## src/uart_rx_err_map.svh

```systemverilog
// register offsets, field positions, reset values and timing counts
`ifndef UART_RX_ERR_MAP_SVH
`define UART_RX_ERR_MAP_SVH
`define ADDR_STATUS 3'h0
`define ADDR_DATA 3'h1
`define ADDR_CTRL 3'h2
`define ADDR_BAUD 3'h3
`define ADDR_COUNT 3'h4
`define CTRL_RECEIVER_ENABLE 0
`define CTRL_NINE 1
`define CTRL_PARITY_ENABLE 2
`define CTRL_PTYPE_LO 3
`define CTRL_PTYPE_HI 4
`define CTRL_TWOSTOP 5
`define CTRL_ADDRESS_DETECT_ENABLE 6
`define CTRL_RIE 7
`define CTRL_TEIE 8
`define CTRL_TIIE 9
`define CTRL_WAKE 10
`define CTRL_TRIG_LO 11
`define CTRL_TRIG_HI 12
`define CTRL_RESET 16'h0000
`define BAUD_RESET 16'h0035
`define OVERSAMPLE_LAST 4'hf
`define SAMPLE_A 4'h7
`define SAMPLE_B 4'h8
`define SAMPLE_MID 4'h9
`define PTYPE_EVEN 2'h0
`define PTYPE_ODD 2'h1
`define PTYPE_MARK 2'h2
`endif

```

## src/uart_rx_err_pkg.sv

```systemverilog
// types shared by the receiver status and interrupt logic
package uart_rx_err_pkg;
  typedef enum logic [2:0] {
    ST_IDLE = 3'b000,
    ST_START = 3'b001,
    ST_DATA = 3'b010,
    ST_PARITY = 3'b011,
    ST_STOP1 = 3'b100,
    ST_STOP2 = 3'b101,
    ST_WAIT_HIGH = 3'b110
  } rx_state_t;
  typedef struct packed {
    logic parity_error_flag;
    logic frame_error_flag;
    logic [8:0] data;
  } rx_word_t;
  typedef struct packed {
    logic [15:0] addr;
    logic [15:0] wdata;
  } bus_req_t;
endpackage

```

## src/uart_rx_err.sv

```systemverilog
// receive status, error flags, fifo and combined interrupt of the uart
`timescale 1ns/100ps
`include "uart_rx_err_map.svh"
// How it works
// - a break is received as a frame with low stop bit, so a framing error.
// - long break ends after data plus stop bits; sets flags, stores zeros, interrupts.
// - after a low stop bit the receiver waits for a high line before new start.
// - idle flag low from start detection until stop sampled, high otherwise.
// - word into buffer sets data available; receive interrupt and overrun interrupt.
// - four-entry fifo; overrun when a further word completes while fifo full.
// - on overrun set flag, keep fifo contents, drop the new word, interrupt.
// - overrun clears only after status read followed by data read.
// - noise flag rises with data available; word still stored; no own interrupt.
// - noise flag clears after status read followed by data read.
// - framing error when any selected stop bit samples low.
// - framing and parity errors stored with the word and cleared by reset.
// - parity error on mismatch of selected type, only when parity enabled.
// - combined interrupt is a low pulse from tx empty, tx idle, rx, overrun, address, wake.
// - tx sources have own enables; rx trigger and overrun share one enable.
// - with clock stopped, wake and rx enables set, falling rx edge interrupts.
// - status flags are read only; overrun and noise clear only through a status read followed by a data read.
// - with address detect, rx interrupt only when top received bit is one.
// - without address detect, rx interrupt each time a stored word brings the fifo level to at least the trigger setting plus one.
// - data available clears when a data read empties buffer; no status access needed.
// - sixteen times oversampling, bit level by majority of three samples.
module uart_rx_err #(
  parameter int FIFO_DEPTH = 4
) (
  // clock and reset
  input wire logic clk,
  input wire logic arst_n,
  // serial line and system
  input wire logic rxPin,
  input wire logic clkStopped,
  input wire logic txBufEmpty,
  input wire logic txIdle,
  // register port
  input wire logic [2:0] regAddr,
  input wire logic [15:0] regWdata,
  input wire logic regWrite,
  input wire logic regRead,
  output logic [15:0] regRdata,
  // interrupt
  output logic uartInt_n
);
  localparam int PW = $clog2(FIFO_DEPTH);

  if (FIFO_DEPTH != 4) begin : g_depth_check
    $error("fifo depth must be four");
  end

  // ----------------------------------------
  // control registers
  // ----------------------------------------
  logic [15:0] ctrl;
  logic [15:0] baudDiv;
  uart_rx_err_pkg::bus_req_t req;

  assign req = '{addr: {13'h0000, regAddr}, wdata: regWdata};

  always_ff @(posedge clk or negedge arst_n) begin
    if (!arst_n) begin
      ctrl <= `CTRL_RESET;
      baudDiv <= `BAUD_RESET;
    end else if (regWrite) begin
      if (req.addr[2:0] == `ADDR_CTRL) begin
        ctrl <= req.wdata;
      end
      if (req.addr[2:0] == `ADDR_BAUD) begin
        baudDiv <= req.wdata;
      end
    end
  end

  logic receiver_enable;
  logic nineBit;
  logic parEn;
  logic [1:0] parType;
  logic twoStop;
  logic addrDet;
  logic rxIntEn;
  logic [1:0] trigSel;

  assign receiver_enable = ctrl[`CTRL_RECEIVER_ENABLE];
  assign nineBit = ctrl[`CTRL_NINE];
  assign parEn = ctrl[`CTRL_PARITY_ENABLE];
  assign parType = ctrl[`CTRL_PTYPE_HI:`CTRL_PTYPE_LO];
  assign twoStop = ctrl[`CTRL_TWOSTOP];
  assign addrDet = ctrl[`CTRL_ADDRESS_DETECT_ENABLE];
  assign rxIntEn = ctrl[`CTRL_RIE];
  assign trigSel = ctrl[`CTRL_TRIG_HI:`CTRL_TRIG_LO];

  // ----------------------------------------
  // oversampling tick
  // ----------------------------------------
  logic [15:0] divCnt;
  logic tick;

  always_ff @(posedge clk or negedge arst_n) begin
    if (!arst_n) begin
      divCnt <= 16'h0000;
      tick <= 1'b0;
    end else if (divCnt >= baudDiv) begin
      divCnt <= 16'h0000;
      tick <= 1'b1;
    end else begin
      divCnt <= divCnt + 16'h0001;
      tick <= 1'b0;
    end
  end

  // ----------------------------------------
  // receive state machine
  // ----------------------------------------
  uart_rx_err_pkg::rx_state_t state;
  logic [3:0] sampleCnt;
  logic [1:0] samples;
  logic [3:0] bitIdx;
  logic [8:0] shiftReg;
  logic frameNoise;
  logic parBad;
  logic wordDone;
  uart_rx_err_pkg::rx_word_t doneWord;
  logic doneNoise;
  logic vote;
  logic disagree;
  logic mid;
  logic expPar;
  logic [8:0] nextShift;

  assign vote = (samples[1] & samples[0]) | (samples[1] & rxPin) | (samples[0] & rxPin);
  assign disagree = !((samples[1] == samples[0]) && (samples[0] == rxPin));
  assign mid = tick && (sampleCnt == `SAMPLE_MID);
  assign nextShift = nineBit ? {vote, shiftReg[8:1]} : {1'b0, vote, shiftReg[7:1]};

  always_comb begin
    unique case (parType)
      `PTYPE_EVEN: expPar = ^(nineBit ? shiftReg : {1'b0, shiftReg[7:0]});
      `PTYPE_ODD: expPar = ~^(nineBit ? shiftReg : {1'b0, shiftReg[7:0]});
      `PTYPE_MARK: expPar = 1'b1;
      default: expPar = 1'b0;
    endcase
  end

  always_ff @(posedge clk or negedge arst_n) begin
    if (!arst_n) begin
      samples <= 2'h0;
    end else if (tick && (sampleCnt == `SAMPLE_A || sampleCnt == `SAMPLE_B)) begin
      samples <= {samples[0], rxPin};
    end
  end

  always_ff @(posedge clk or negedge arst_n) begin
    if (!arst_n) begin
      state <= uart_rx_err_pkg::ST_IDLE;
      sampleCnt <= 4'h0;
      bitIdx <= 4'h0;
      shiftReg <= 9'h000;
      frameNoise <= 1'b0;
      parBad <= 1'b0;
      wordDone <= 1'b0;
      doneWord <= '0;
      doneNoise <= 1'b0;
    end else begin
      wordDone <= 1'b0;
      if (tick) begin
        sampleCnt <= sampleCnt + 4'h1;
      end
      if (mid && disagree) begin
        frameNoise <= 1'b1;
      end
      if (!receiver_enable) begin
        state <= uart_rx_err_pkg::ST_IDLE;
      end else begin
        unique case (state)
          uart_rx_err_pkg::ST_IDLE: begin
            if (!rxPin) begin
              state <= uart_rx_err_pkg::ST_START;
              sampleCnt <= 4'h0;
              frameNoise <= 1'b0;
              parBad <= 1'b0;
            end
          end
          uart_rx_err_pkg::ST_START: begin
            if (mid) begin
              bitIdx <= 4'h0;
              state <= vote ? uart_rx_err_pkg::ST_IDLE : uart_rx_err_pkg::ST_DATA;
            end
          end
          uart_rx_err_pkg::ST_DATA: begin
            if (mid) begin
              shiftReg <= nextShift;
              bitIdx <= bitIdx + 4'h1;
              if (bitIdx == (nineBit ? 4'h8 : 4'h7)) begin
                state <= parEn ? uart_rx_err_pkg::ST_PARITY : uart_rx_err_pkg::ST_STOP1;
              end
            end
          end
          uart_rx_err_pkg::ST_PARITY: begin
            if (mid) begin
              parBad <= (vote != expPar);
              state <= uart_rx_err_pkg::ST_STOP1;
            end
          end
          uart_rx_err_pkg::ST_STOP1, uart_rx_err_pkg::ST_STOP2: begin
            if (mid) begin
              if (!vote) begin
                doneWord.frame_error_flag <= 1'b1;
              end else if (state == uart_rx_err_pkg::ST_STOP1) begin
                doneWord.frame_error_flag <= 1'b0;
              end
              if (twoStop && state == uart_rx_err_pkg::ST_STOP1) begin
                state <= uart_rx_err_pkg::ST_STOP2;
              end else begin
                wordDone <= 1'b1;
                doneWord.data <= shiftReg;
                doneWord.parity_error_flag <= parBad && parEn;
                doneNoise <= frameNoise || disagree;
                if (!vote || doneWord.frame_error_flag) begin
                  state <= uart_rx_err_pkg::ST_WAIT_HIGH;
                end else begin
                  state <= uart_rx_err_pkg::ST_IDLE;
                end
              end
            end
          end
          uart_rx_err_pkg::ST_WAIT_HIGH: begin
            if (rxPin) begin
              state <= uart_rx_err_pkg::ST_IDLE;
            end
          end
          default: state <= uart_rx_err_pkg::ST_IDLE;
        endcase
      end
    end
  end

  logic rxIdle;
  assign rxIdle = (state == uart_rx_err_pkg::ST_IDLE) || (state == uart_rx_err_pkg::ST_WAIT_HIGH);

  // ----------------------------------------
  // receive fifo
  // ----------------------------------------
  uart_rx_err_pkg::rx_word_t mem [FIFO_DEPTH];
  logic [PW-1:0] wrPtr;
  logic [PW-1:0] rdPtr;
  logic [PW:0] count;
  logic full;
  logic push;
  logic pop;
  logic dataRd;
  logic statusRd;

  assign full = (count == (PW+1)'(FIFO_DEPTH));
  assign dataRd = regRead && (regAddr == `ADDR_DATA);
  assign statusRd = regRead && (regAddr == `ADDR_STATUS);
  assign push = wordDone && (!full || dataRd);
  assign pop = dataRd && (count != '0);

  always_ff @(posedge clk) begin
    if (push) begin
      mem[wrPtr] <= doneWord;
    end
  end

  always_ff @(posedge clk or negedge arst_n) begin
    if (!arst_n) begin
      wrPtr <= '0;
      rdPtr <= '0;
      count <= '0;
    end else if (!receiver_enable) begin
      wrPtr <= '0;
      rdPtr <= '0;
      count <= '0;
    end else begin
      if (push) begin
        wrPtr <= wrPtr + 1'b1;
      end
      if (pop) begin
        rdPtr <= rdPtr + 1'b1;
      end
      count <= count + (push ? 1'b1 : 1'b0) - (pop ? 1'b1 : 1'b0);
    end
  end

  // ----------------------------------------
  // status flags and read sequence
  // ----------------------------------------
  logic statusSeen;
  logic overrun;
  logic noise;
  logic overrunEvt;
  logic seqClear;

  assign overrunEvt = wordDone && full && !dataRd;
  assign seqClear = dataRd && statusSeen;

  always_ff @(posedge clk or negedge arst_n) begin
    if (!arst_n) begin
      statusSeen <= 1'b0;
    end else if (statusRd) begin
      statusSeen <= 1'b1;
    end else if (dataRd) begin
      statusSeen <= 1'b0;
    end
  end

  always_ff @(posedge clk or negedge arst_n) begin
    if (!arst_n) begin
      overrun <= 1'b0;
      noise <= 1'b0;
    end else begin
      if (overrunEvt) begin
        overrun <= 1'b1;
      end else if (seqClear) begin
        overrun <= 1'b0;
      end
      if (push && doneNoise) begin
        noise <= 1'b1;
      end else if (seqClear) begin
        noise <= 1'b0;
      end
    end
  end

  logic dataAvail;
  uart_rx_err_pkg::rx_word_t head;
  assign dataAvail = (count != '0);
  assign head = dataAvail ? mem[rdPtr] : '0;

  // ----------------------------------------
  // register read port
  // ----------------------------------------
  always_ff @(posedge clk or negedge arst_n) begin
    if (!arst_n) begin
      regRdata <= 16'h0000;
    end else if (regRead) begin
      unique case (regAddr)
        `ADDR_STATUS: regRdata <= {8'h00, txIdle, txBufEmpty, rxIdle, head.parity_error_flag, head.frame_error_flag, noise, overrun, dataAvail};
        `ADDR_DATA: regRdata <= {7'h00, head.data};
        `ADDR_CTRL: regRdata <= ctrl;
        `ADDR_BAUD: regRdata <= baudDiv;
        `ADDR_COUNT: regRdata <= 16'((count));
        default: regRdata <= 16'h0000;
      endcase
    end
  end

  // ----------------------------------------
  // combined interrupt
  // ----------------------------------------
  logic trigHit;
  logic addrOk;
  logic rxPrev;
  logic wakeEvt;
  logic reqLevel;
  logic reqPrev;
  logic rxEvt;

  assign trigHit = count >= ({1'b0, trigSel} + 3'h1);
  assign addrOk = !addrDet || (nineBit ? doneWord.data[8] : doneWord.data[7]);
  assign rxEvt = push && rxIntEn && addrOk && (addrDet || trigHit || count + 1'b1 >= {1'b0, trigSel} + 3'h1);
  assign wakeEvt = clkStopped && ctrl[`CTRL_WAKE] && rxIntEn && rxPrev && !rxPin;
  assign reqLevel = (txBufEmpty && ctrl[`CTRL_TEIE]) || (txIdle && ctrl[`CTRL_TIIE])
    || (rxIntEn && overrun);

  always_ff @(posedge clk or negedge arst_n) begin
    if (!arst_n) begin
      rxPrev <= 1'b1;
      reqPrev <= 1'b0;
      uartInt_n <= 1'b1;
    end else begin
      rxPrev <= rxPin;
      reqPrev <= reqLevel;
      uartInt_n <= !((reqLevel && !reqPrev) || rxEvt || wakeEvt);
    end
  end

endmodule // uart_rx_err

```

## config.mk

```make
export PLATFORM = sky130hd
export DESIGN_NAME = uart_rx_err
export DESIGN_NICKNAME = d
export VERILOG_FILES = /design/src/uart_rx_err_pkg.sv /design/src/uart_rx_err.sv
export VERILOG_INCLUDE_DIRS = /design/src
export SDC_FILE = /design/constraint.sdc
export NUM_CORES = 1
export LEC_CHECK = 0
export BUFFER_PORTS_ARGS = -buffer_cell sky130_fd_sc_hd__buf_2
export CAP_MARGIN = 20
export CORE_ASPECT_RATIO = 1.1
export CORE_MARGIN = 5
export CORE_UTILIZATION = 50
export CTS_CLUSTER_SIZE = 16
export DETAILED_ROUTE_END_ITERATION = 10
export PLACE_DENSITY_LB_ADDON = 0.12
export SYNTH_ARGS = -nofsm -noshare
export SYNTH_HDL_FRONTEND = slang
export SYNTH_SLANG_ARGS = --single-unit
```

## constraint.sdc

```tcl
create_clock -name clk -period 3.3 [get_ports clk]
set_input_delay 0.165 -clock clk [delete_from_list [all_inputs] [get_ports clk]]
set_output_delay 0.165 -clock clk [all_outputs]
set_load 0.05 [all_outputs]
```

==> reports/results.tsv <==
stage	metric	value	unit
synth	ys_warn_count	0	
run_status	status	finished clean	
setup_path	criticalPathCategory	flip-flop to flip-flop	
synth	synth_ff_type	dfrtp_1	
final_layout	n_antenna_cell	0	
grt	grt_overflow	0	
synth	yosysMostFrequentCell	dfrtp_1	
drt	post_drt_via_cell_ratio	5.58	
sta	relSlewSlack	0.377	
clock_network	htree_levels	4	
setup_path	slowest_stage	dfrtp_1	
setup_path	cp.required	3.62	ns
flow_run	drv_cap	0	
grt	grt_first_pass_wirelength	26.6	mm
power	p_total	5.36	mW
synth	synth_area_leaders	dfrtp_1, edfxtp_1, mux2_2	
clock_network	clk_latency	0.43	ns
place	place_congestion	0.872	
setup_path	crit_buf_inv	3	
clock_network	path_clk_slew	0.06	ns
power	p_leak	3.94	nW
drt	vias	5003	
drt	drtIter0Drc	268	
sta	rsz0062_at_grt	false	
sta	tns	0	ns
power	peakVddDrop	0.000381	V
drt	routedWlPerCell	18.2	um
floorplanning	rows	47	
floorplanning	die_w	128	um
place	hpwl	11.5	mm
hold_path	min_path_type	input pin to flip-flop	
setup_path	start_kind	flip-flop	
synth	synthCells	627	
floorplanning	dieArea	17900	um2
final_layout	drive_gt1_frac	0.227	
synth	synthTopCellsByCount	dfrtp_1, inv_1, mux2_2, edfxtp_1, nor2_1	
sta	post-route-min-period	2.68	ns
setup_path	crit_fanout	6	
grt	grt_pass1_vias	5106	
sta	skew	0.00526	ns
clock_network	clock_path_buffers	2	
final_layout	nNetsFinal	751	
floorplanning	die_h	140	um
synth	synthArstFlopShare	0.723	
setup_path	critPathCaptureType	flip-flop	
floorplanning	initial_core_util	0.510	
sta	timing.final.crit_share	0.813	
place	portBuffers	43	
synth	netlist_area	7670	um2
synth	ys_seq_area_frac	0.548	
synth	ys_ff_latch	159	
clock_network	clkSinkCount	159	
power	powerDensity	605	nW/um2
sta	fmax	373	MHz
setup_path	crit_path_max_incr_delay	0.48	ns
setup_path	critPathArrivalTime	3.00	ns
synth	avgSynthCellArea	12.2	um2
clock_network	cts_resized	0	
synth	synth_top_area_cell	dfrtp_1	
sta	worst_pin_slew	0.931	ns
drt	first_pass_iters	4	
sta	finalHoldViolations	0	
grt	grt_start_max_net_pins	62	
clock_network	root_buffer	clkbuf_16	
setup_path	cp_cell_sequence	inv_1 > ha_1 > nor2b_1 > nor2_1 > and2_1 > ha_1 > inv_1 > ha_1 > inv_1 > fa_1 > xnor2_1 > xnor2_1 > and2_1	
drt	wl	16.3	mm
setup_path	crit_family	adder cells	
synth	synth_edf_count	44	
floorplanning	design.portCount	44	
final_layout	area_delta_synth_final	15.5	%
clock_network	cts_buffers	17	
synth	synth_nets	691	
drt	drc	0	
synth	yosysUniqueCellTypes	63	
synth	yosysTopAreaCellShare	0.355	
clock_network	cts_tree	built	
grt	antenna_found_initial	0	
sta	slew_viol_final	0	
floorplanning	core_area	15100	um2
sta	setup_viol	0	
final_layout	fill_cells	1258	
drt	final_antenna_net_count	0	
grt	track_usage	0.190	
## flip-flops by register name, indices dropped and copies added (netlist names), 2 cells and up
name / cells
ctrl: 16
bitIdx: 4
wrPtr: 2
samples: 2
doneWord: 11
rdPtr: 2
baudDiv: 16
state: 3
regRdata: 16
shiftReg: 9
mem: 44
divCnt: 16
count: 3
sampleCnt: 4
## worst reg2reg max path, delay by kind of cell, from the launching register on
family        cells  cell delay (ns)
xor+xnor          2             0.28
fa+ha+maj         4             0.95
buf+inv           3             0.21
flops             1             0.48
simple gates      4             0.65
## cell families after synthesis
| kind of cell | Yosys count | synth area share |
|---|---|---|
| AOI/OAI and AO/OA | 104 | 0.0867 |
| and+or+nand+nor | 137 | 0.0902 |
| xor gates and xnor gates | 31 | 0.0372 |
| buffers and inverters | 78 | 0.0424 |
| adders and majority gates | 38 | 0.0626 |
| DFF | 159 | 0.548 |
| muxes | 80 | 0.133 |
## power breakdown
part           switching [mW]  internal, mW
Sequential              0.213          2.20
Clock                   0.822          1.28
Combinational           0.462         0.389
Total                    1.50          3.86
## routing by layer
metal / share of wire / up-vias / GRT usage
met2: 0.50 / 122 / 0.313
met5: 0 / - / 0
li1: - / 2360 / -
met1: 0.43 / 2494 / 0.250
met4: 0.022 / 0 / 0.0659
met3: 0.044 / 27 / 0.0411
## placed cells by master (no fill, tap or decap), types with 3 or more instances in the layout
master and count:
ha_1 36, mux4_2 11, inv_1 53, a21oi_1 20
clkbuf_16 17, edfxtp_1 44, nor2b_1 11, a22oi_1 4
mux2i_1 14, and2_1 9, buf_2 42, clkinv_4 3
dfrtp_1 109, dfstp_2 6, nor2_1 38, mux2_4 3
buf_4 9, and4_1 3, bufinv_16 4, nand2_1 33
a22o_1 6, nand3_1 16, dlygate4sd3_1 14, o22ai_1 21
xor2_1 13, o21ai_0 24, a31oi_1 5, nor3_1 3
a21o_1 6, xnor2_1 17, nand2b_1 4, nand4_1 6
mux2_2 52
## cell type report
class | instances | area (um2) | area share
clock inverter | 15 | 209 | 0.0236
tap | 196 | 245 | 0.0277
clock buffer | 17 | 425 | 0.0480
inverter | 53 | 199 | 0.0224
sequential | 159 | 4210 | 0.475
multi-input combinational | 390 | 3140 | 0.354
timing repair buffer | 66 | 438 | 0.0494
## through the flow
| stage | cell area [um2] | hold slack, ns | utilization | std cells | worst slack (ns) |
|---|---|---|---|---|---|
| after floorplan | 7670 | -0.131 | - | 627 | 0.724 |
| after global placement | 8090 | 0.252 | 0.537 | 850 | 0.771 |
| after detailed placement | 8090 | 0.256 | 0.537 | 850 | 0.649 |
| after CTS | 8860 | 0.000181 | 0.589 | 896 | 0.607 |
| after global routing | 8860 | 0.00284 | 0.589 | 896 | 0.425 |
| final | 8860 | 0.00429 | 0.589 | 896 | 0.617 |
## repair_timing
| item | 4_1_cts | 5_1_grt |
|---|---|---|
| endpoints found under the hold margin | 74 | 0 |
| hold buffers | 14 | 0 |
| setup endpoints to repair | 0 | 0 |
| setup buffers | 0 | 0 |
## worst paths after layout
| check | slack (ns) | startpoint | cells after the start | endpoint |
|---|---|---|---|---|
| setup / recovery | 0.62 | count[1] | 13 | count[2] |
| hold / removal | 0.004 | regWdata[5] | 2 | ctrl[5] |
| setup reg to reg | 0.62 | count[1] | 13 | count[2] |
| hold reg to reg | 0.50 | statusSeen | 2 | statusSeen |
| max in group asynchronous | 2.15 | arst_n | 3 | baudDiv[5] |
| min in group asynchronous | 0.33 | arst_n | 2 | regRdata[5] |
Power figures use the tool's default switching activity.
